$ cat config.mk
export PLATFORM = sky130hd
export DESIGN_NAME = fio_field_io
export DESIGN_NICKNAME = d
export VERILOG_FILES = /design/src/fio_field_io.v
export VERILOG_INCLUDE_DIRS = /design/src
export SDC_FILE = /design/constraint.sdc
export NUM_CORES = 1
export LEC_CHECK = 0
export BUFFER_PORTS_ARGS = -buffer_cell sky130_fd_sc_hd__buf_2
export CAP_MARGIN = 30
export CORE_MARGIN = 3
export CORE_UTILIZATION = 50
export CTS_BUF_LIST = sky130_fd_sc_hd__clkbuf_4
export DETAILED_ROUTE_END_ITERATION = 10
export GPL_ROUTABILITY_DRIVEN = 0
export HOLD_SLACK_MARGIN = 0.06
export PLACE_DENSITY = 0.81
export SYNTH_ARGS = -nofsm -noshare
export SYNTH_HDL_FRONTEND = slang
export SYNTH_SLANG_ARGS = --single-unit
$ cat constraint.sdc
create_clock -name mclk_i -period 2.1 [get_ports mclk_i]
set_clock_uncertainty 0.15 [all_clocks]
set_input_delay 0 -clock mclk_i [delete_from_list [all_inputs] [get_ports mclk_i]]
set_output_delay 0 -clock mclk_i [all_outputs]
set_load 0.02 [all_outputs]
$ cat src/fio_defines.vh
`ifndef FIO_DEFINES_VH
`define FIO_DEFINES_VH

// Register byte offsets
`define FIO_REG_CTRL 12'h000
`define FIO_REG_STATUS 12'h004
`define FIO_REG_OUT 12'h008
`define FIO_REG_INPUTS 12'h00c
`define FIO_REG_IRQ_STAT 12'h010
`define FIO_REG_IRQ_MASK 12'h014
`define FIO_REG_CMD 12'h018

// CTRL fields
`define FIO_CTRL_RUN 0
`define FIO_CTRL_MSG 1

// STATUS fields
`define FIO_ST_EIGHT 0
`define FIO_ST_SECOND 1
`define FIO_ST_IN_CABLE 2
`define FIO_ST_OUT_CABLE 3
`define FIO_ST_SUPPLY 4
`define FIO_ST_COMMS_LOST 5
`define FIO_ST_RUNNING 6

// Interrupt status bits
`define FIO_IRQ_INPUT 0
`define FIO_IRQ_COMMS 1
`define FIO_IRQ_IN_CABLE 2
`define FIO_IRQ_OUT_CABLE 3
`define FIO_IRQ_SUPPLY 4

// CMD fields: bit 8 = on/off, bits 3:0 output number (8 = daily event)
`define FIO_CMD_ON 8
`define FIO_CMD_DAILY 4'h8

// Timing
`define FIO_CLK_HZ 40000000
`define FIO_COMMS_TIMEOUT_S 3
`define FIO_COMMS_CYCLES (`FIO_COMMS_TIMEOUT_S * `FIO_CLK_HZ)
`define FIO_DEBOUNCE_MS 20
`define FIO_DEBOUNCE_CYCLES (`FIO_DEBOUNCE_MS * (`FIO_CLK_HZ / 1000))
`define FIO_FLASH_MS 250
`define FIO_FLASH_CYCLES (`FIO_FLASH_MS * (`FIO_CLK_HZ / 1000))
`define FIO_NOTIFY_MS 500
`define FIO_NOTIFY_CYCLES (`FIO_NOTIFY_MS * (`FIO_CLK_HZ / 1000))
`define FIO_START_CYCLES 16

`endif

$ cat src/fio_field_io.v
// Decided for this implementation: the placing of the registers and the AHB-Lite slave port.
`include "fio_defines.vh"
`default_nettype none

module fio_field_io #(
    parameter integer COMMS_CYCLES = `FIO_COMMS_CYCLES,
    parameter integer DEBOUNCE_CYCLES = `FIO_DEBOUNCE_CYCLES,
    parameter integer FLASH_CYCLES = `FIO_FLASH_CYCLES,
    parameter integer NOTIFY_CYCLES = `FIO_NOTIFY_CYCLES
) (
    // Clock and reset
    input wire mclk_i,
    input wire reset_i,
    // AHB-Lite slave
    input wire hsel_i,
    input wire [11:0] haddr_i,
    input wire [1:0] htrans_i,
    input wire hwrite_i,
    input wire [2:0] hsize_i,
    input wire [31:0] hwdata_i,
    input wire hready_i,
    output reg [31:0] hrdata_o,
    output reg hreadyout_o,
    output reg hresp_o,
    output reg irq_o,
    // Field pins
    input wire [15:0] field_in_n_i,
    input wire field_supply_ok_i,
    input wire eight_input_link_i,
    input wire second_module_i,
    input wire [1:0] input_cable_code_i,
    input wire out_cable_code_i,
    output reg [7:0] ped_wait_n_o,
    output reg daily_event_n_o,
    // Indicators
    output reg power_indicator_o,
    output reg health_indicator_o,
    output reg [15:0] input_indicator_o,
    // Notification pulse towards the CAN side
    output reg cpu_notify_o
);

    localparam [1:0] ST_RESET = 2'd0;
    localparam [1:0] ST_START = 2'd1;
    localparam [1:0] ST_RUN = 2'd2;

    function [31:0] sat_inc;
        input [31:0] v;
        begin
            sat_inc = (v == 32'hffffffff) ? v : v + 32'h00000001;
        end
    endfunction

    // Two-flop synchronisers for every field input pin
    reg [20:0] sync1;
    reg [20:0] sync2;
    always @(posedge mclk_i) begin
        sync1 <= {field_in_n_i, field_supply_ok_i, eight_input_link_i, second_module_i,
            input_cable_code_i};
        sync2 <= sync1;
    end
    wire [15:0] in_n_s = sync2[20:5];
    wire supply_ok_s = sync2[4];
    wire link_s = sync2[3];
    wire second_s = sync2[2];
    wire [1:0] in_code_s = sync2[1:0];
    reg out_code1;
    reg out_code_s;
    always @(posedge mclk_i) begin
        out_code1 <= out_cable_code_i;
        out_code_s <= out_code1;
    end

    // Configuration straps caught after reset release
    reg [1:0] state;
    reg [4:0] start_cnt;
    reg eight_mode;
    reg second_mode;
    always @(posedge mclk_i) begin
        if (reset_i) begin
            state <= ST_RESET;
            start_cnt <= 5'h00;
            eight_mode <= 1'b0;
            second_mode <= 1'b0;
        end else begin
            case (state)
                ST_RESET: begin
                    eight_mode <= link_s;
                    second_mode <= second_s;
                    state <= ST_START;
                end
                ST_START: begin
                    start_cnt <= start_cnt + 5'h01;
                    if (start_cnt == `FIO_START_CYCLES - 1)
                        state <= ST_RUN;
                end
                ST_RUN: state <= ST_RUN;
                default: state <= ST_RESET;
            endcase
        end
    end
    wire running = (state == ST_RUN);

    // Expected coding link: first module 2'b01, second module 2'b10
    wire in_cable_ok = second_mode ? (in_code_s == 2'b10) : (in_code_s == 2'b01);
    wire out_cable_ok = out_code_s;

    // Debounce: a level must be stable for the whole window to be accepted
    reg [15:0] deb_state;
    reg [31:0] deb_cnt [0:15];
    integer i;
    always @(posedge mclk_i) begin
        for (i = 0; i < 16; i = i + 1) begin
            if (reset_i) begin
                deb_state[i] <= 1'b0;
                deb_cnt[i] <= 32'h00000000;
            end else if (((~in_n_s[i]) == deb_state[i]) || !running) begin
                deb_cnt[i] <= 32'h00000000;
            end else if (deb_cnt[i] >= DEBOUNCE_CYCLES - 1) begin
                deb_state[i] <= ~in_n_s[i];
                deb_cnt[i] <= 32'h00000000;
            end else begin
                deb_cnt[i] <= sat_inc(deb_cnt[i]);
            end
        end
    end

    // Unused upper inputs are reported inactive in the 8-input build
    wire [15:0] cfg_mask = eight_mode ? 16'h00ff : 16'hffff;
    wire lock_all = !supply_ok_s || !in_cable_ok;
    wire [15:0] eff_inputs = (lock_all ? 16'hffff : deb_state) & cfg_mask;

    // Comms supervision, retriggered by each valid CPU message
    reg ctrl_msg_pulse;
    reg [31:0] comms_cnt;
    reg comms_lost;
    reg [31:0] flash_cnt;
    reg flash_phase;
    reg [31:0] notify_cnt;
    always @(posedge mclk_i) begin
        if (reset_i || !running || ctrl_msg_pulse) begin
            comms_cnt <= 32'h00000000;
            comms_lost <= 1'b0;
        end else if (comms_cnt >= COMMS_CYCLES - 1) begin
            comms_lost <= 1'b1;
        end else begin
            comms_cnt <= sat_inc(comms_cnt);
        end
    end
    always @(posedge mclk_i) begin
        if (reset_i || !comms_lost) begin
            flash_cnt <= 32'h00000000;
            flash_phase <= 1'b1;
        end else if (flash_cnt >= FLASH_CYCLES - 1) begin
            flash_cnt <= 32'h00000000;
            flash_phase <= ~flash_phase;
        end else begin
            flash_cnt <= sat_inc(flash_cnt);
        end
    end
    wire notify_due = comms_lost || !in_cable_ok || (!out_cable_ok && !second_mode);
    always @(posedge mclk_i) begin
        if (reset_i || !running || !notify_due) begin
            notify_cnt <= 32'h00000000;
            cpu_notify_o <= 1'b0;
        end else if (notify_cnt >= NOTIFY_CYCLES - 1) begin
            notify_cnt <= 32'h00000000;
            cpu_notify_o <= 1'b1;
        end else begin
            notify_cnt <= sat_inc(notify_cnt);
            cpu_notify_o <= 1'b0;
        end
    end

    // AHB-Lite slave, zero wait state
    reg ph_wr;
    reg ph_rd;
    reg [11:0] ph_addr;
    reg [8:0] out_latch;
    reg [4:0] irq_stat;
    reg [4:0] irq_mask;
    reg run_req;
    wire acc = hsel_i && htrans_i[1] && hready_i;
    wire [31:0] status_word = {25'h0000000, running, comms_lost, !supply_ok_s,
        !out_cable_ok, !in_cable_ok, second_mode, eight_mode};
    reg [15:0] prev_inputs;
    reg prev_comms;
    wire [4:0] ev = {!supply_ok_s, !out_cable_ok && !second_mode, !in_cable_ok,
        comms_lost && !prev_comms, |(eff_inputs & ~prev_inputs)};

    always @(posedge mclk_i) begin
        if (reset_i) begin
            ph_wr <= 1'b0;
            ph_rd <= 1'b0;
            ph_addr <= 12'h000;
            hreadyout_o <= 1'b1;
            hresp_o <= 1'b0;
            hrdata_o <= 32'h00000000;
            out_latch <= 9'h000;
            irq_stat <= 5'h00;
            irq_mask <= 5'h00;
            run_req <= 1'b0;
            ctrl_msg_pulse <= 1'b0;
            prev_inputs <= 16'h0000;
            prev_comms <= 1'b0;
        end else begin
            ph_wr <= acc && hwrite_i;
            ph_rd <= acc && !hwrite_i;
            ph_addr <= haddr_i;
            ctrl_msg_pulse <= 1'b0;
            prev_inputs <= eff_inputs;
            prev_comms <= comms_lost;
            if (acc && !hwrite_i) begin
                case (haddr_i)
                    `FIO_REG_CTRL: hrdata_o <= {31'h00000000, run_req};
                    `FIO_REG_STATUS: hrdata_o <= status_word;
                    `FIO_REG_OUT: hrdata_o <= {23'h000000, out_latch};
                    `FIO_REG_INPUTS: hrdata_o <= {16'h0000, eff_inputs};
                    `FIO_REG_IRQ_STAT: hrdata_o <= {27'h0000000, irq_stat};
                    `FIO_REG_IRQ_MASK: hrdata_o <= {27'h0000000, irq_mask};
                    default: hrdata_o <= 32'h00000000;
                endcase
            end
            // Set wins over a write-one clear in the same cycle
            irq_stat <= (irq_stat & ~((ph_wr && ph_addr == `FIO_REG_IRQ_STAT) ?
                hwdata_i[4:0] : 5'h00)) | (running ? ev : 5'h00);
            if (ph_wr) begin
                case (ph_addr)
                    `FIO_REG_CTRL: begin
                        run_req <= hwdata_i[`FIO_CTRL_RUN];
                        ctrl_msg_pulse <= hwdata_i[`FIO_CTRL_MSG];
                    end
                    `FIO_REG_IRQ_MASK: irq_mask <= hwdata_i[4:0];
                    `FIO_REG_CMD: begin
                        ctrl_msg_pulse <= 1'b1;
                        if (hwdata_i[3:0] <= `FIO_CMD_DAILY)
                            out_latch[hwdata_i[3:0]] <= hwdata_i[`FIO_CMD_ON];
                    end
                    default: ;
                endcase
            end
        end
    end

    // Registered outputs
    always @(posedge mclk_i) begin
        if (reset_i) begin
            irq_o <= 1'b0;
            ped_wait_n_o <= 8'hff;
            daily_event_n_o <= 1'b1;
            power_indicator_o <= 1'b0;
            health_indicator_o <= 1'b0;
            input_indicator_o <= 16'h0000;
        end else begin
            irq_o <= |(irq_stat & irq_mask);
            ped_wait_n_o <= second_mode ? 8'hff : ~out_latch[7:0];
            daily_event_n_o <= second_mode ? 1'b1 : ~out_latch[8];
            power_indicator_o <= 1'b1;
            health_indicator_o <= running && flash_phase;
            input_indicator_o <= running ? eff_inputs : 16'h0000;
        end
    end

endmodule
`default_nettype wire

Word level (Yosys, flattened, before mapping)

Memories as Yosys holds them, arrays and structs flattened.
Cells that the tools add are included.

Bits in writable memories: 512
Bits in registers: 279
Bits in read-only memories: 0
Bits in latches: 0
Memories: 1

Eq/ne operators: 49
Multipliers: 0
$lt $le $gt $ge: 22
Div/mod/pow operators: 0
Bitwise operators: 94
Reductions and logical operators: 71
Multiplexer cells: 256
Add/sub/neg operators: 20
Shift operators: 0

Memories:

| memory  | words | bits a word | read ports | clocked after Yosys merged registers in | wr ports | line               | source |
|---|---|---|---|---|---|---|---|
| deb_cnt | 16    | 32          | 16         | 0                                       | 16       | fio_field_io.v:110 | `reg [31:0] deb_cnt [0:15];` |

Operator list:

| kind                    | count |
|---|---|
| $mux W32                | 64 |
| $add A32 B1 Y32 const B | 19 |
| $eq A32 B32 Y1 const B  | 19 |
| $ge A32 B20 Y1 const B  | 16 |
| $mux W1                 | 182 |
| $pmux W16 S6            | 1 |
| $eq A12 B5 Y1 const B   | 5 |
| $or A1 B1 Y1            | 48 |
| $not A1 Y1              | 38 |
| $reduce_and A2 Y1       | 19 |
| $and A16 B16 Y16        | 2 |
| $ge A32 B24 Y1 const B  | 1 |
| $ge A32 B25 Y1 const B  | 1 |
| $ge A32 B27 Y1 const B  | 1 |
| $mux W16                | 2 |
| $eq A12 B4 Y1 const B   | 2 |
| $logic_not A12 Y1       | 2 |
| $logic_or A1 B1 Y1      | 23 |
| $eq A1 B1 Y1            | 16 |
| $not A16 Y16            | 1 |
| $reduce_or A16 Y1       | 1 |
| $eq A12 B3 Y1 const B   | 1 |
| $and A5 B5 Y5           | 2 |
| $mux W5                 | 2 |
| 22 further kinds        | 44 |

Logic depth before layout (Yosys ltp)

Gate-level depths: netlist of the first run.

Depth in word-level cells: 10
Mapped depth: 10

Worst setup path after synthesis of the first run

Ideal clock, no wire load.

Kind: reg-to-reg
Start: reg state[0]
End: mem deb_cnt[5][2], in the netlist deb_cnt[0][162], data pin
Arrival: 1.949 ns
Buffers on the path: 3
Clock period less this slack: 2.239 ns
Path slack: -0.139 ns
Stages on the path, launching flop included: 10
Cells stage by stage: dfxtp_1 > inv_1 > ha_1 > clkbuf_1 > inv_2 > nor2_1 > clkbuf_1 > o2111ai_1 > clkbuf_1 > nor2_1

RTL lines:

| item                   | line               | source |
|---|---|---|
| from (decl)            | fio_field_io.v:75  | `reg [1:0] state;` |
| from (signal assigned) | fio_field_io.v:81  | `state <= ST_RESET;` |
| from (signal assigned) | fio_field_io.v:90  | `state <= ST_START;` |
| from (signal assigned) | fio_field_io.v:95  | `state <= ST_RUN;` |
| to (decl)              | fio_field_io.v:110 |  |

Worst setup path after layout of the first run

Start: reg comms_cnt[15]
End: reg comms_cnt[19]

Longest elaborated chain between the ends: 3
Elaborated cells between the ends (all ways): 6
Classes of those cells: add/sub (1); order compare (1); eq/ne (1); bitwise (2); reduce/logical (1)

RTL lines:

| item                                             | line                                  | source |
|---|---|---|
| from (decl)                                      | fio_field_io.v:135                    | `reg [31:0] comms_cnt;` |
| from (signal assigned)                           | fio_field_io.v:147                    | `comms_cnt <= sat_inc(comms_cnt);` |
| $ge A32 B27 Y1 or $eq A32 B32 Y1 (tied branches) | fio_field_io.v:144, fio_field_io.v:50 |  |
| $not A1 Y1 (no line)                             | --                                    |  |
| $reduce_and A2 Y1 (no line)                      | --                                    |  |

Several ways; a longest one is shown, not always the timed one.
A chain may end at the register's enable or synchronous reset.

==> impl_metrics.env, run 1 <==
export IMPL_pin_count=139
export IMPL_dp_hpwl_mm=49.1
export IMPL_fin_crit_ns=2.27
export IMPL_layout_drive_gt1_share_pct=17.9
export IMPL_cts_tree="yes"
export IMPL_clk_latency_ns=1.04
export IMPL_dp_cells=4831
export IMPL_hp_class="flip-flop to flip-flop"
export IMPL_tightest_slew_ns=0.751
export IMPL_cts_max_level=4
export IMPL_ys_ff_latch=775
export IMPL_layout_common_cells="737 x conb_1, 512 x edfxtp_1, 485 x nor2_1"
export IMPL_critPathBufInv=2
export IMPL_finalPower_uw=33300
export IMPL_route_antenna_remaining_nets=0
export IMPL_num_vias=26523
export IMPL_dr_pass1_iters=6
export IMPL_critPathMaxStageDelay_ns=0.51
export IMPL_viasPerCell=4.95
export IMPL_end_kind="flip-flop"
export IMPL_pwr_density_cell_nw_per_um2=757
export IMPL_setup_violations_final=23
export IMPL_drtIter0Drc=1835
export IMPL_seqPwrFrac_pct=53.3
export IMPL_period_share_pct=108
export IMPL_required_ns=2.92
export IMPL_yosysWarningCount=0
export IMPL_antenna_found_initial=7
export IMPL_grt_use_met3_pct=6.22
export IMPL_fin_area_um2=44100
export IMPL_p_sw_uw=8120
export IMPL_die_h_um=266
export IMPL_rsz0062_at_grt="yes"
export IMPL_async_reset_ff_share_pct=0
export IMPL_violations="negative setup slack"
export IMPL_crit_type="flip-flop to flip-flop"
export IMPL_finalSetupTns_ns=-2.26
export IMPL_outcome="finished, violations left"
export IMPL_intPower_uw=25200
export IMPL_grt_max_degree=28
export IMPL_die_w_um=266
export IMPL_power_frac_comb_pct=7.4
export IMPL_switching_share_pct=24.4
export IMPL_layout_commonest_cell="conb_1"
export IMPL_grtUsageMet2_pct=33.8
export IMPL_crit_slowest_cell="a2111o_1"
export IMPL_cts_sinks=775
export IMPL_hold_viol=0
export IMPL_grt_pass1_vias=25825
export IMPL_instances_no_fill=5358
export IMPL_root_buffer="clkbuf_4"
export IMPL_slew_violations=0
export IMPL_routed_wl_mm=75.1
export IMPL_grt_ovfl_total=0
export IMPL_synth_edf_count=512
export IMPL_power_leakage_uw=0.0171
export IMPL_worstPathArrival_ns=3.08
export IMPL_crit_top_cell="buf_4"
export IMPL_max_vdd_ir_drop_v=0.000588
export IMPL_grt_use_met1_pct=25.4
export IMPL_yosys_cell_types_count=79
export IMPL_grt_pass1_wl_mm=118
export IMPL_finalCoreUtilization_pct=66.4
export IMPL_grtUsageTotal_pct=20.6
export IMPL_cts_buffers=198
export IMPL_final_net_count=4415
export IMPL_clock_power_share_pct=39.2
export IMPL_syn_mean_instance_area_um2=11.1
export IMPL_ys_flop_type="edfxtp_1"
export IMPL_synth_area_um2=33800
export IMPL_netlist_instances=3038
export IMPL_place_area_um2=39300
export IMPL_crit_fanout=6
export IMPL_critPathTopFamily="compound AO/OA/AOI/OAI gates"
export IMPL_wl_per_cell_um=14.0
export IMPL_numPortBuffers=90
export IMPL_core_um2=66300
export IMPL_setup_ws_ns=-0.166
export IMPL_crit_chain="nor4_4 > buf_4 > a2111oi_4 > a2111o_1 > buf_4 > or3_1 > a21oi_1"
export IMPL_synth_sequential_area_ratio_pct=61.1
export IMPL_floorplan_initialDensity_pct=51.0
export IMPL_area_growth_pct=30.4
export IMPL_die_area_um2=70800
export IMPL_clockBufferDepth=3
export IMPL_max_cap_violations=0
export IMPL_drc_errors=0
export IMPL_grt_busiest_layer="met2"
export IMPL_cp_start_kind="flip-flop"
export IMPL_relSlewSlack_pct=49.8
export IMPL_max_freq_ghz=0.441
export IMPL_rows=94
export IMPL_clk_pin_slew_ns=0.06
-- cell families after synthesis --
logic type	count (synthesis)	synth area share [%]
AOI/OAI and AO/OA	326	6.60
muxes	29	0.874
buffers and inverters	192	2.35
DFF	775	61.1
and+or+nand+nor	1371	19.9
other	2	0.0222
xor gates and xnor gates	318	8.24
adders and majority gates	25	0.925
-- synth_stat cells, types with 8 or more instances --
library cell | instances | area, µm²
mux2i_1 | 25 | 250
nand3_1 | 172 | 861
inv_1 | 81 | 304
o21ai_0 | 54 | 270
or2_2 | 13 | 81.3
nor3_1 | 98 | 490
nor2b_1 | 18 | 113
o211ai_1 | 14 | 105
and2_1 | 19 | 119
a41o_1 | 8 | 80.1
and4_1 | 26 | 228
a31oi_1 | 16 | 100
or3_1 | 34 | 213
buf_4 | 18 | 135
and3_1 | 62 | 388
nand2_1 | 200 | 751
ha_1 | 25 | 313
o2111ai_1 | 13 | 114
nand4_1 | 70 | 438
o21a_1 | 11 | 82.6
clkbuf_1 | 86 | 323
a21oi_1 | 82 | 410
edfxtp_1 | 512 | 15400
xor2_1 | 119 | 1040
o31ai_1 | 20 | 150
a211oi_1 | 31 | 233
xnor2_1 | 199 | 1740
nor4_1 | 101 | 632
o211a_1 | 13 | 130
dfxtp_1 | 263 | 5270
nor2_1 | 487 | 1830
or4_1 | 33 | 248
-- worst register-to-register path, cell delays in order, from the launching register on --
cell and delay, ns:
dfxtp_2 0.33, nor4_4 0.32, buf_4 0.17, a2111oi_4 0.06
a2111o_1 0.51, buf_4 0.20, or3_1 0.31, a21oi_1 0.14
-- registers in the layout, summed over array words and instances, names as in the netlist, 8 cells and up --
signal	count
deb_cnt	512
comms_cnt	32
flash_cnt	32
notify_cnt	32
sync1	21
sync2	21
deb_state	16
hrdata_o	16
input_indicator_o	16
prev_inputs	16
ph_addr	12
out_latch	9
ped_wait_n_o	8
-- routing by layer --
layer,vias to the layer above,wire length (µm)
met3,171,5730
met5,-,13
li1,13055,-
met4,2,2320
met1,12496,31100
met2,799,35900
-- power groups by stage --
stage | clock, µW | combinational [µW] | sequential (µW)
after detailed placement | 0 | 2090 | 18100
after floorplan | 0 | 1370 | 18000
after global routing | 14300 | 2720 | 17900
after global placement | 0 | 2040 | 18000
final | 13100 | 2480 | 17800
after CTS | 13400 | 2290 | 17700
-- layout make-up --
type / count / area [µm²]
Timing Repair Buffer: 451 / 3600
Clock buffer: 314 / 2360
Clock inverter: 52 / 270
Sequential cell: 775 / 20700
Multi-Input combinational cell: 2806 / 15800
Fill cell: 4834 / 22300
Tap cell: 864 / 1080
Antenna cell: 14 / 35.0
Inverter: 82 / 308
-- path summary, 6_finish.rpt --
path         cells past startpoint     startpoint  slack (ns)       endpoint
max reg2reg                      7  comms_cnt[15]       -0.17  comms_cnt[19]
min reg2reg                      0      sync1[10]        0.16      sync2[10]
max                              7  comms_cnt[15]       -0.17  comms_cnt[19]
min                              0      sync1[10]        0.16      sync2[10]
-- timing repair --
action / CTS / global route
gates cloned: 0 / 3
hold endpoints to repair: 546 / 57
pin swaps: 14 / 30
setup endpoints to repair: 77 / 384
hold buffers: 125 / 1
resized for setup: 14 / 139
setup buffers: 2 / 18
-- per-stage QoR --
step / hold slack [ns] / setup WS (ns)
6_report: 0.156 / -0.166
5_1_grt: 0.0559 / -0.272
4_1_cts: 0.0633 / -0.146
3_5_place_dp: -0.0464 / -0.182
3_3_place_gp: -0.0472 / -0.0906
2_1_floorplan: -0.122 / -0.0229
Note: power is estimated with default switching activity, not from simulation.
==> run 2: changes to the inputs <==
PLACE_DENSITY = 0.79   (was 0.81)
clock period = 2.82 ns   (was 2.1 ns; I/O delays follow)
==> run 2 against run 1 <==
Against the previous run:
- the flow now finishes without violations
- wire length fell by 6.3%
- combinational power fell by 33%
- register-to-register slack improved by 0.38 ns
- largest power group unchanged
- utilization fell by 3.0 points
- critical endpoint is now hrdata_o[5]
- total power fell by 25%
- setup slack improved by 0.18 ns
- critical path depth rose by 3
- clock-buffer cell count fell by 17
- highest routed layer unchanged
- hold slack improved by 0.011 ns
- final cell count fell by 3.5%
==> impl_metrics.env, run 2 (synthesis results as in run 1) <==
export IMPL_max_vdd_ir_drop_v=0.000351
export IMPL_cts_sinks=775
export IMPL_clk_pin_slew_ns=0.07
export IMPL_layout_drive_gt1_share_pct=11.7
export IMPL_dp_hpwl_mm=48.1
export IMPL_dp_cells=4668
export IMPL_drtIter0Drc=1859
export IMPL_grtUsageTotal_pct=20.0
export IMPL_pin_count=139
export IMPL_layout_common_cells="737 x conb_1, 512 x edfxtp_1, 486 x nor2_1"
export IMPL_viasPerCell=4.90
export IMPL_finalSetupTns_ns=0
export IMPL_whs_ns=0.167
export IMPL_core_um2=66300
export IMPL_worstPathArrival_ns=3.57
export IMPL_area_growth_pct=24.5
export IMPL_antenna_found_initial=6
export IMPL_outcome="finished clean"
export IMPL_root_buffer="clkbuf_4"
export IMPL_required_ns=3.58
export IMPL_rsz0062_at_grt="no"
export IMPL_pwr_density_cell_nw_per_um2=594
export IMPL_die_w_um=266
export IMPL_crit_fanout=7
export IMPL_num_vias=25311
export IMPL_instances_no_fill=5170
export IMPL_routed_wl_mm=70.4
export IMPL_max_freq_ghz=0.356
export IMPL_tightest_slew_ns=1.08
export IMPL_route_antenna_remaining_nets=0
export IMPL_wl_per_cell_um=13.6
export IMPL_cts_max_level=4
export IMPL_finalPower_uw=25000
export IMPL_max_cap_violations=0
export IMPL_hp_class="flip-flop to flip-flop"
export IMPL_die_area_um2=70800
export IMPL_floorplan_initialDensity_pct=51.0
export IMPL_hold_viol=0
export IMPL_end_kind="flip-flop"
export IMPL_finalCoreUtilization_pct=63.4
export IMPL_crit_type="input pin to flip-flop"
export IMPL_cp_start_kind="input pin"
export IMPL_clk_latency_ns=1.01
export IMPL_power_leakage_uw=0.0160
export IMPL_cts_tree="yes"
export IMPL_grt_pass1_vias=24939
export IMPL_largest_register="deb_cnt"
export IMPL_numPortBuffers=90
export IMPL_largest_reg_flops=512
export IMPL_final_net_count=4235
export IMPL_cts_buffers=196
export IMPL_fin_crit_ns=2.81
export IMPL_grt_pass1_wl_mm=115
export IMPL_clockBufferDepth=3
export IMPL_period_share_pct=99.7
export IMPL_drc_errors=0
export IMPL_layout_commonest_cell="conb_1"
export IMPL_grt_ovfl_total=0
export IMPL_die_h_um=266
export IMPL_slew_violations=0
export IMPL_rows=94
export IMPL_relSlewSlack_pct=27.2
export IMPL_dr_pass1_iters=8
export IMPL_setup_violations_final=0
export IMPL_grt_max_degree=34
[run 2: changes by cell type in the layout (fill, tap and decap cells not counted), moves of 8 or more]
cell / previous run / this run
dfxtp_2: 14 / 0
dfxtp_1: 249 / 263
buf_6: 13 / 0
buf_4: 218 / 53
nor4_1: 74 / 101
nor3_1: 87 / 98
diode_2: 14 / 5
o21ai_0: 43 / 53
nor3_2: 9 / 1
clkbuf_4: 314 / 297
nor4_2: 23 / 3
[run 2: per-stage QoR]
stage / setup slack [ns] / cell area, µm²
after floorplan: 0.581 / 36600
after global placement: 0.376 / 38000
after detailed placement: 0.331 / 38000
after CTS: 0.0927 / 42000
after global routing: 0.0291 / 42100
final: 0.00930 / 42100
[run 2: area by class of cell]
type | instances | area [µm²]
multi-input combinational | 2806 | 15100
inverter | 82 | 308
antenna | 5 | 12.5
sequential | 775 | 20600
fill | 5252 | 24200
timing repair buffer | 273 | 2170
clock buffer | 297 | 2230
clock inverter | 68 | 493
tap | 864 | 1080
[run 2: repair_timing]
action                     CTS  global route
hold buffers               131             0
resized for setup            0             3
setup buffers                0             2
hold endpoints to repair   382             0
setup endpoints to repair    0            15
[run 2: worst max-delay path, cell delays in order]
cell and delay, ns:
dlygate4sd3_1 0.53, buf_2 0.10, dlygate4sd3_1 0.54, nand3_1 0.07
dlygate4sd3_1 0.57, dlygate4sd3_1 0.62, or2_2 0.43, a211oi_4 0.31
nand2_1 0.19, o21ai_0 0.21
[run 2: power by group]
group          internal [µW]  switching [µW]  total [µW]
combinational            688             976        1660
clock                   5560            4500       10100
sequential             12800             502       13300
total                  19000            5980       25000
[run 2: path summary, 6_finish.rpt]
path	depth (start not counted)	slack [ns]	startpoint	end
min	0	0.17	sync1[5]	sync2[5]
max	10	0.009	htrans_i[1]	hrdata_o[5]
max reg2reg	6	0.21	ph_addr[1]	irq_mask[3]
min reg2reg	0	0.17	sync1[5]	sync2[5]
[run 2: metal layers]
layer / track usage (%) / vias up / share of wire, %
li1: - / 12683 / -
met1: 24.5 / 11842 / 42
met2: 33.3 / 662 / 48
met3: 5.95 / 120 / 7.6
met4: 8.39 / 4 / 2.4
met5: 0 / - / 0.036
